### src/rtl/sfpe_consts.vh
`ifndef SFPE_CONSTS_VH
`define SFPE_CONSTS_VH

// Clock of the sequencer
`define SFPE_CLK_PERIOD_NS 5

// Self-timed cycle lengths in ns
`define SFPE_PAGE_WRITE_TIME_NS 1000000
`define SFPE_BLOCK_WIPE_TIME_NS 100000000
`define SFPE_FULL_WIPE_TIME_NS  200000000

// Same lengths in clock cycles
`define SFPE_PAGE_WRITE_CYC (`SFPE_PAGE_WRITE_TIME_NS / `SFPE_CLK_PERIOD_NS)
`define SFPE_BLOCK_WIPE_CYC (`SFPE_BLOCK_WIPE_TIME_NS / `SFPE_CLK_PERIOD_NS)
`define SFPE_FULL_WIPE_CYC  (`SFPE_FULL_WIPE_TIME_NS / `SFPE_CLK_PERIOD_NS)

// Address layout
`define SFPE_ADDR_W     23
`define SFPE_SECTOR_LSB 16
`define SFPE_PAGE_LSB   8
`define SFPE_PAGE_BYTES 256

// Bit counts, last index of each field
`define SFPE_BYTE_LAST  5'h07
`define SFPE_ADDR_LAST  5'h17
`define SFPE_SIG_DUMMY_LAST 5'h17

// Status byte layout
`define SFPE_SR_BUSY  0
`define SFPE_SR_LATCH 1
`define SFPE_SR_PROT  2
`define SFPE_SR_RESET 8'h00

`endif

### src/rtl/sfpe_flash_seq.v
`timescale 1ns/10ps
`default_nettype none
`include "sfpe_consts.vh"
module sfpe_flash_seq #(
  parameter [7:0]  P_OP_QUICK_READ  = 8'h0B,
  parameter [7:0]  P_OP_PAGE_WRITE  = 8'h02,
  parameter [7:0]  P_OP_BLOCK_WIPE  = 8'hD8,
  parameter [7:0]  P_OP_FULL_WIPE   = 8'hC7,
  parameter [7:0]  P_OP_WRITE_UNLOCK = 8'h06,
  parameter [7:0]  P_OP_LEGACY_ID   = 8'hAB,
  parameter [7:0]  P_OP_STATUS_READ = 8'h05,
  // Arbitrary signature value
  parameter [7:0]  P_SIGNATURE      = 8'h5A,
  parameter [31:0] P_PAGE_WRITE_CYC = `SFPE_PAGE_WRITE_CYC,
  parameter [31:0] P_BLOCK_WIPE_CYC = `SFPE_BLOCK_WIPE_CYC,
  parameter [31:0] P_FULL_WIPE_CYC  = `SFPE_FULL_WIPE_CYC
) (
  // Clock and reset
  input  wire                    I_CLK,
  input  wire                    I_RESET_N,
  // Serial link
  input  wire                    I_CS_N,
  input  wire                    I_SCK,
  input  wire                    I_SI,
  output wire                    O_SO,
  output wire                    O_SO_OE_N,
  // Status bits
  input  wire [2:0]              I_PROTECT_LEVEL,
  output wire                    O_BUSY,
  output wire                    O_WRITE_LATCH,
  // Memory array port
  output wire [`SFPE_ADDR_W-1:0] O_MEM_ADDR,
  input  wire [7:0]              I_MEM_RDATA,
  output wire                    O_MEM_WR,
  output wire [7:0]              O_MEM_WDATA,
  output wire                    O_MEM_ERASE_SECT,
  output wire                    O_MEM_ERASE_ALL
);

  localparam [5:0] ST_CMD   = 6'h01;
  localparam [5:0] ST_ADDR  = 6'h02;
  localparam [5:0] ST_DUMMY = 6'h04;
  localparam [5:0] ST_OUT   = 6'h08;
  localparam [5:0] ST_PDATA = 6'h10;
  localparam [5:0] ST_SKIP  = 6'h20;

  localparam [1:0] OM_MEM  = 2'h0;
  localparam [1:0] OM_SIG  = 2'h1;
  localparam [1:0] OM_STAT = 2'h2;

  // Protected when sector lies in the top area chosen by the level
  function prot_hit;
    input [2:0] level;
    input [6:0] sector;
    reg   [7:0] span;
    begin
      span = 8'h01 << (level - 3'h1);
      if (level == 3'h0) begin
        prot_hit = 1'b0;
      end else if (level == 3'h7) begin
        prot_hit = 1'b1;
      end else begin
        prot_hit = ({1'b0, sector} >= (8'h80 - span));
      end
    end
  endfunction

  // True on the last bit of a byte
  function byte_done;
    input [4:0] count;
    begin
      byte_done = (count == `SFPE_BYTE_LAST);
    end
  endfunction

  reg  [2:0]              cs_q;
  reg  [2:0]              sck_q;
  reg  [1:0]              si_q;
  reg  [5:0]              state_r;
  reg  [4:0]              cnt_r;
  reg  [7:0]              sr_r;
  reg  [7:0]              op_r;
  reg  [`SFPE_ADDR_W-1:0] addr_r;
  reg  [1:0]              omode_r;
  reg  [2:0]              obit_r;
  reg  [7:0]              obyte_r;
  reg                     so_r;
  reg                     oe_r;
  reg                     arm_r;
  reg                     busy_r;
  reg                     latch_r;
  reg  [31:0]             timer_r;
  reg                     walk_r;
  reg  [7:0]              walk_idx_r;
  reg  [7:0]              pg_data_r [0:`SFPE_PAGE_BYTES-1];
  reg  [`SFPE_PAGE_BYTES-1:0] pg_valid_r;
  reg  [`SFPE_ADDR_W-1:0] mem_addr_r;
  reg                     mem_wr_r;
  reg  [7:0]              mem_wdata_r;
  reg                     er_sect_r;
  reg                     er_all_r;

  wire       sck_rise = sck_q[1] & ~sck_q[2];
  wire       sck_fall = ~sck_q[1] & sck_q[2];
  wire       cs_hi    = cs_q[1];
  wire       cs_rise  = cs_q[1] & ~cs_q[2];
  wire       si_bit   = si_q[1];
  wire [7:0] sr_nxt   = {sr_r[6:0], si_bit};
  wire [7:0] status_byte = {3'h0, I_PROTECT_LEVEL, latch_r, busy_r};
  wire [6:0] sector   = addr_r[`SFPE_ADDR_W-1:`SFPE_SECTOR_LSB];
  wire [7:0] pg_off   = addr_r[`SFPE_PAGE_LSB-1:0];
  wire       wr_block = busy_r | ~latch_r;

  // Two-flop synchronisers for the link pins
  always @(posedge I_CLK or negedge I_RESET_N) begin
    if (!I_RESET_N) begin
      cs_q  <= 3'h7;
      sck_q <= 3'h0;
      si_q  <= 2'h0;
    end else begin
      cs_q  <= {cs_q[1:0], I_CS_N};
      sck_q <= {sck_q[1:0], I_SCK};
      si_q  <= {si_q[0], I_SI};
    end
  end

  // Page buffer; later bytes overwrite earlier ones at the same offset
  always @(posedge I_CLK) begin
    if (state_r == ST_PDATA && sck_rise && !cs_hi && byte_done(cnt_r)) begin
      pg_data_r[pg_off] <= sr_nxt;
    end
  end

  // Serial instruction decoder
  always @(posedge I_CLK or negedge I_RESET_N) begin
    if (!I_RESET_N) begin
      state_r    <= ST_CMD;
      cnt_r      <= 5'h00;
      sr_r       <= 8'h00;
      op_r       <= 8'h00;
      addr_r     <= {`SFPE_ADDR_W{1'b0}};
      omode_r    <= OM_MEM;
      obit_r     <= 3'h0;
      obyte_r    <= 8'h00;
      so_r       <= 1'b0;
      oe_r       <= 1'b0;
      arm_r      <= 1'b0;
      pg_valid_r <= {`SFPE_PAGE_BYTES{1'b0}};
    end else if (cs_hi) begin
      state_r <= ST_CMD;
      cnt_r   <= 5'h00;
      obit_r  <= 3'h0;
      oe_r    <= 1'b0;
      arm_r   <= 1'b0;
    end else if (sck_rise) begin
      case (state_r)
        ST_CMD: begin
          sr_r  <= sr_nxt;
          cnt_r <= cnt_r + 5'h01;
          if (byte_done(cnt_r)) begin
            op_r  <= sr_nxt;
            cnt_r <= 5'h00;
            state_r <= ST_SKIP;
            if (sr_nxt == P_OP_QUICK_READ && !busy_r) begin
              state_r <= ST_ADDR;
              omode_r <= OM_MEM;
            end else if ((sr_nxt == P_OP_PAGE_WRITE || sr_nxt == P_OP_BLOCK_WIPE)
                         && !wr_block) begin
              state_r <= ST_ADDR;
            end else if (sr_nxt == P_OP_FULL_WIPE && !wr_block) begin
              arm_r <= 1'b1;
            end else if (sr_nxt == P_OP_LEGACY_ID) begin
              state_r <= ST_DUMMY;
              omode_r <= OM_SIG;
            end else if (sr_nxt == P_OP_STATUS_READ) begin
              state_r <= ST_OUT;
              omode_r <= OM_STAT;
            end
          end
        end
        ST_ADDR: begin
          // A23 falls off the top of the shift
          addr_r <= {addr_r[`SFPE_ADDR_W-2:0], si_bit};
          cnt_r  <= cnt_r + 5'h01;
          if (cnt_r == `SFPE_ADDR_LAST) begin
            cnt_r <= 5'h00;
            if (op_r == P_OP_QUICK_READ) begin
              state_r <= ST_DUMMY;
            end else if (op_r == P_OP_PAGE_WRITE) begin
              state_r    <= ST_PDATA;
              pg_valid_r <= {`SFPE_PAGE_BYTES{1'b0}};
            end else begin
              state_r <= ST_SKIP;
              arm_r   <= 1'b1;
            end
          end
        end
        ST_DUMMY: begin
          cnt_r <= cnt_r + 5'h01;
          if ((op_r == P_OP_QUICK_READ && cnt_r == `SFPE_BYTE_LAST) ||
              (op_r != P_OP_QUICK_READ && cnt_r == `SFPE_SIG_DUMMY_LAST)) begin
            cnt_r   <= 5'h00;
            state_r <= ST_OUT;
          end
        end
        ST_PDATA: begin
          sr_r  <= sr_nxt;
          cnt_r <= cnt_r + 5'h01;
          arm_r <= 1'b0;
          if (byte_done(cnt_r)) begin
            cnt_r <= 5'h00;
            arm_r <= 1'b1;
            pg_valid_r[pg_off] <= 1'b1;
            addr_r[`SFPE_PAGE_LSB-1:0] <= pg_off + 8'h01;
          end
        end
        ST_SKIP: begin
          arm_r <= 1'b0;
        end
        default: begin
          state_r <= state_r;
        end
      endcase
    end else if (sck_fall && state_r == ST_OUT) begin
      oe_r   <= 1'b1;
      obit_r <= obit_r + 3'h1;
      if (obit_r == 3'h0) begin
        case (omode_r)
          OM_MEM:  begin obyte_r <= {I_MEM_RDATA[6:0], 1'b0}; so_r <= I_MEM_RDATA[7]; end
          OM_SIG:  begin obyte_r <= {P_SIGNATURE[6:0], 1'b0}; so_r <= P_SIGNATURE[7]; end
          default: begin obyte_r <= {status_byte[6:0], 1'b0}; so_r <= status_byte[7]; end
        endcase
      end else begin
        obyte_r <= {obyte_r[6:0], 1'b0};
        so_r    <= obyte_r[7];
      end
      if (obit_r == 3'h7 && omode_r == OM_MEM) begin
        addr_r <= addr_r + {{(`SFPE_ADDR_W-1){1'b0}}, 1'b1};
      end
    end
  end

  // Self-timed program and erase engine
  always @(posedge I_CLK or negedge I_RESET_N) begin
    if (!I_RESET_N) begin
      busy_r      <= 1'b0;
      latch_r     <= 1'b0;
      timer_r     <= 32'h0;
      walk_r      <= 1'b0;
      walk_idx_r  <= 8'h00;
      mem_addr_r  <= {`SFPE_ADDR_W{1'b0}};
      mem_wr_r    <= 1'b0;
      mem_wdata_r <= 8'h00;
      er_sect_r   <= 1'b0;
      er_all_r    <= 1'b0;
    end else begin
      mem_wr_r  <= 1'b0;
      er_sect_r <= 1'b0;
      er_all_r  <= 1'b0;
      // Unlock takes effect at opcode decode, before deselect
      if (!cs_hi && sck_rise && state_r == ST_CMD && byte_done(cnt_r) &&
          sr_nxt == P_OP_WRITE_UNLOCK) begin
        latch_r <= 1'b1;
      end
      // Timer holds length minus one, so busy stands for the full length
      if (busy_r) begin
        timer_r <= timer_r - 32'h1;
        if (timer_r == 32'h0) begin
          busy_r <= 1'b0;
        end
      end else if (cs_rise && arm_r) begin
        if (op_r == P_OP_PAGE_WRITE && !prot_hit(I_PROTECT_LEVEL, sector)) begin
          busy_r     <= 1'b1;
          latch_r    <= 1'b0;
          timer_r    <= P_PAGE_WRITE_CYC - 32'h1;
          walk_r     <= 1'b1;
          walk_idx_r <= 8'h00;
        end else if (op_r == P_OP_BLOCK_WIPE && !prot_hit(I_PROTECT_LEVEL, sector)) begin
          busy_r     <= 1'b1;
          latch_r    <= 1'b0;
          timer_r    <= P_BLOCK_WIPE_CYC - 32'h1;
          er_sect_r  <= 1'b1;
          mem_addr_r <= addr_r;
        end else if (op_r == P_OP_FULL_WIPE && I_PROTECT_LEVEL == 3'h0) begin
          busy_r     <= 1'b1;
          latch_r    <= 1'b0;
          timer_r    <= P_FULL_WIPE_CYC - 32'h1;
          er_all_r   <= 1'b1;
        end
      end
      if (walk_r) begin
        // Array clears bits only; untouched offsets keep their data
        mem_wr_r    <= pg_valid_r[walk_idx_r];
        mem_wdata_r <= pg_data_r[walk_idx_r];
        mem_addr_r  <= {addr_r[`SFPE_ADDR_W-1:`SFPE_PAGE_LSB], walk_idx_r};
        walk_idx_r  <= walk_idx_r + 8'h01;
        if (walk_idx_r == 8'hFF) begin
          walk_r <= 1'b0;
        end
      end else if (!busy_r && !(cs_rise && arm_r)) begin
        mem_addr_r <= addr_r;
      end
    end
  end

  assign O_SO             = so_r;
  assign O_SO_OE_N        = ~oe_r;
  assign O_BUSY           = busy_r;
  assign O_WRITE_LATCH    = latch_r;
  assign O_MEM_ADDR       = mem_addr_r;
  assign O_MEM_WR         = mem_wr_r;
  assign O_MEM_WDATA      = mem_wdata_r;
  assign O_MEM_ERASE_SECT = er_sect_r;
  assign O_MEM_ERASE_ALL  = er_all_r;

endmodule // sfpe_flash_seq
`default_nettype wire

### config.mk
export PLATFORM = sky130hd
export DESIGN_NAME = sfpe_flash_seq
export DESIGN_NICKNAME = d
export VERILOG_FILES = /design/src/rtl/sfpe_flash_seq.v
export VERILOG_INCLUDE_DIRS = /design/src /design/src/rtl
export SDC_FILE = /design/constraint.sdc
export NUM_CORES = 2
export LEC_CHECK = 0
export BUFFER_PORTS_ARGS = -buffer_cell sky130_fd_sc_hd__buf_2
export CAP_MARGIN = 20
export CORE_MARGIN = 1.5
export CORE_UTILIZATION = 50
export CTS_BUF_LIST = sky130_fd_sc_hd__clkbuf_4 sky130_fd_sc_hd__clkbuf_8
export CTS_CLUSTER_DIAMETER = 200
export DETAILED_ROUTE_END_ITERATION = 6
export HOLD_SLACK_MARGIN = 0.02
export PLACE_DENSITY_LB_ADDON = 0.2
export SYNTH_ARGS = -nofsm -noshare
export SYNTH_HDL_FRONTEND = slang
export SYNTH_SLANG_ARGS = --single-unit
### constraint.sdc
create_clock -name I_CLK -period 8 [get_ports I_CLK]
set_clock_uncertainty 0.15 [all_clocks]
set_input_delay 1.6 -clock I_CLK [delete_from_list [all_inputs] [get_ports I_CLK]]
set_output_delay 1.6 -clock I_CLK [all_outputs]
set_load 0.005 [all_outputs]
==> results_dict.tcl <==
set metrics [dict create \
    fill_cells 15400 \
    critPathKind "register to register" \
    maxCapViolations 0 \
    syn2layout_area_growth_pct 10.8 \
    reg2regPathDepth 10 \
    yosys_warnings 0 \
    fmaxAchievable_mhz 207 \
    synthFlopType "edfxtp_1" \
    hold_path.class "register to register" \
    pin_count 54 \
    postSynth.asyncResetShare_pct 16.5 \
    routabilityCongestion 0.880 \
    cp_max_fo 45 \
    overflow 0 \
    required_ps 8790 \
    place_inst 8230 \
    final_common_cell "edfxtp_1" \
    cts_buffers 408 \
    period_share_pct 60.4 \
    finalHoldViolCount 0 \
    fin_crit_ps 4830 \
    fp.dieH_um 448 \
    routed_wl_mm 273 \
    hpwl_mm 159 \
    antenna_found_initial 10 \
    clk-insertion-delay-late_ps 1070 \
    ys_seq_area_share_pct 72.3 \
    hold_depth 0 \
    rsz0062_at_grt "false" \
    layout_common_cells "2048 x edfxtp_1, 657 x nor2_1, 463 x mux4_2" \
    drt_iter0_markers 7110 \
    ctsHoldBuffers 0 \
    ir_worst_vdd_mv 0.248 \
    worst_pin_slew_ps 1540 \
    first_pass_iters 6 \
    grt_pass1_wl_mm 394 \
    setup_viol 0 \
    path_clk_slew_ps 60 \
    netlist_instances 5802 \
    nNetsFinal 6035 \
    fin_cells 8945 \
    grt_pass1_vias 55300 \
    die_area_mm2 0.201 \
    hold_ws_ps 204 \
    p_leak_nw 35.9 \
    core_mm2 0.197 \
    ant_nets 0 \
    critPathCaptureType "register" \
    relSlewSlack_pct -2.84 \
    syn-cell-area_mm2 0.0990 \
    die_x_um 448 \
    h-tree-depth 5 \
    regArea_mm2 0.0717 \
    cp.arrival_ps 5620 \
    cts-root-buf "clkbuf_8" \
    port_buffers 53 \
    drive_above_1_share_pct 22.2 \
    clockBufferDepth 4 \
    grt_max_degree 257 \
    cts_setup_buffers 0 \
    violations "max-slew violations" \
    synth.avg_cell_area_um2 17.1 \
    start_util_pct 50.3 \
    outcome "finished, violations left" \
    cts_tree "done" \
    drc_errors 0 \
    slew_viol_final 40 \
    synth_fp_nets 5836 \
    viasPerCell 6.30 \
    synth_edf_count 2048 \
    grt_use_total_pct 27.2 \
    vias 56400 \
    ys_types 88 \
    multi_input_area_mm2 0.0254 \
    cp-start-kind "register" \
    wl_per_cell_um 30.5 \
    power.density_mw_per_mm2 245 \
    ys_ff_latch 2453 \
    totalNegativeSetupSlack_ps 0 \
    post_cts_resized 0 \
    row_count 163 \
    cts_sinks 2453 \
]
## final timing paths
path                               startpoint        endpoint  slack, ps
worst max-delay path            walk_idx_r[0]  O_MEM_WDATA[3]       3170
max in group asynchronous           I_RESET_N   walk_idx_r[0]       5930
min in group asynchronous           I_RESET_N       obit_r[2]        340
worst max register to register  walk_idx_r[0]  O_MEM_WDATA[3]       3170
worst min-delay path                  si_q[0]         si_q[1]        200
worst min register to register        si_q[0]         si_q[1]        200
## registers in the layout, summed over array words and instances (netlist names), 3 cells and up
register / count
sr_r: 7
addr_r: 23
pg_valid_r: 256
obyte_r: 7
state_r: 6
pg_data_r: 2048
cs_q: 3
cnt_r: 5
walk_idx_r: 8
O_MEM_WDATA: 8
O_MEM_ADDR: 23
timer_r: 32
op_r: 8
sck_q: 3
obit_r: 3
## power breakdown
part | switching (mW) | total [mW] | internal, mW
Sequential | 0.208 | 15.0 | 14.8
Combinational | 1.01 | 1.14 | 0.131
Clock | 4.92 | 10.8 | 5.88
Total | 6.14 | 26.9 | 20.8
## cell usage after synthesis, types with 22 or more instances
cell / instances / share of area [%]
a22o_1: 24 / 0.21
o221ai_1: 74 / 0.65
mux2i_1: 252 / 2.5
a211oi_1: 26 / 0.20
mux2_2: 52 / 0.59
o22ai_1: 91 / 0.57
clkbuf_1: 199 / 0.75
a221oi_1: 22 / 0.19
nand2_1: 166 / 0.63
o21ai_0: 101 / 0.51
inv_1: 22 / 0.083
mux4_2: 463 / 11
nor2b_1: 30 / 0.19
and2_1: 29 / 0.18
edfxtp_1: 2048 / 62
nor2_1: 660 / 2.5
nor4_1: 40 / 0.25
buf_2: 83 / 0.42
buf_4: 38 / 0.29
dfrtp_1: 401 / 10
a21oi_1: 403 / 2.0
buf_6: 44 / 0.50
a31oi_1: 22 / 0.14
nor3_1: 62 / 0.31
nand2b_1: 27 / 0.17
nand3_1: 50 / 0.25
a22oi_1: 63 / 0.48
## area by class of cell
type                            count  share of cell area, %
Sequential cell                  2453                   65.3
Timing Repair Buffer              174                   1.32
Tap cell                         2640                   3.01
Clock inverter                    138                  0.757
Clock buffer                      571                   6.36
Inverter                           22                 0.0798
Antenna cell                        5                 0.0114
Multi-Input combinational cell   2942                   23.1
## critical path, stage by stage (launching register included)
cell and delay, ps:
dfrtp_4 1090, buf_4 550, buf_4 530, mux2i_1 260, o22ai_1 120, a211oi_1 470, nor3_1 270, nor3_1 530
o31ai_1 200, buf_4 190, a211o_1 260
## stage by stage
| step | instance area [µm²] | power (mW) | utilization [%] | setup slack [ps] |
|---|---|---|---|---|
| after CTS | 110000 | 27.1 | 55.7 | 3090 |
| after global routing | 110000 | 27.7 | 55.7 | 3110 |
| after floorplan | 99000 | 15.8 | - | 2880 |
| final | 110000 | 26.9 | 55.7 | 3170 |
| after detailed placement | 102000 | 16.4 | 51.7 | 2700 |
| after global placement | 102000 | 16.3 | 51.7 | 2380 |
## logic make-up after synthesis
kind of cell               Yosys count  synth area share (%)
xor gates and xnor gates            30                 0.265
buffers and inverters              407                  2.13
muxes                              767                  13.7
adders and majority gates           18                 0.227
and+or+nand+nor                   1175                  5.34
DFF                               2453                  72.3
AOI/OAI and AO/OA                  952                  6.03
## metal layers
metal  vias to the layer above  share of wire, %  wire length [µm]  track usage [%]
met3                       481               9.9             27000             6.25
met1                     29500                40            110000             38.8
met4                         3               3.1              8480             8.88
li1                      23500                 -                 -                -
met2                      2946                47            128000             41.9
met5                         -            0.0099                27                0
(Power assumes the default switching activity.)
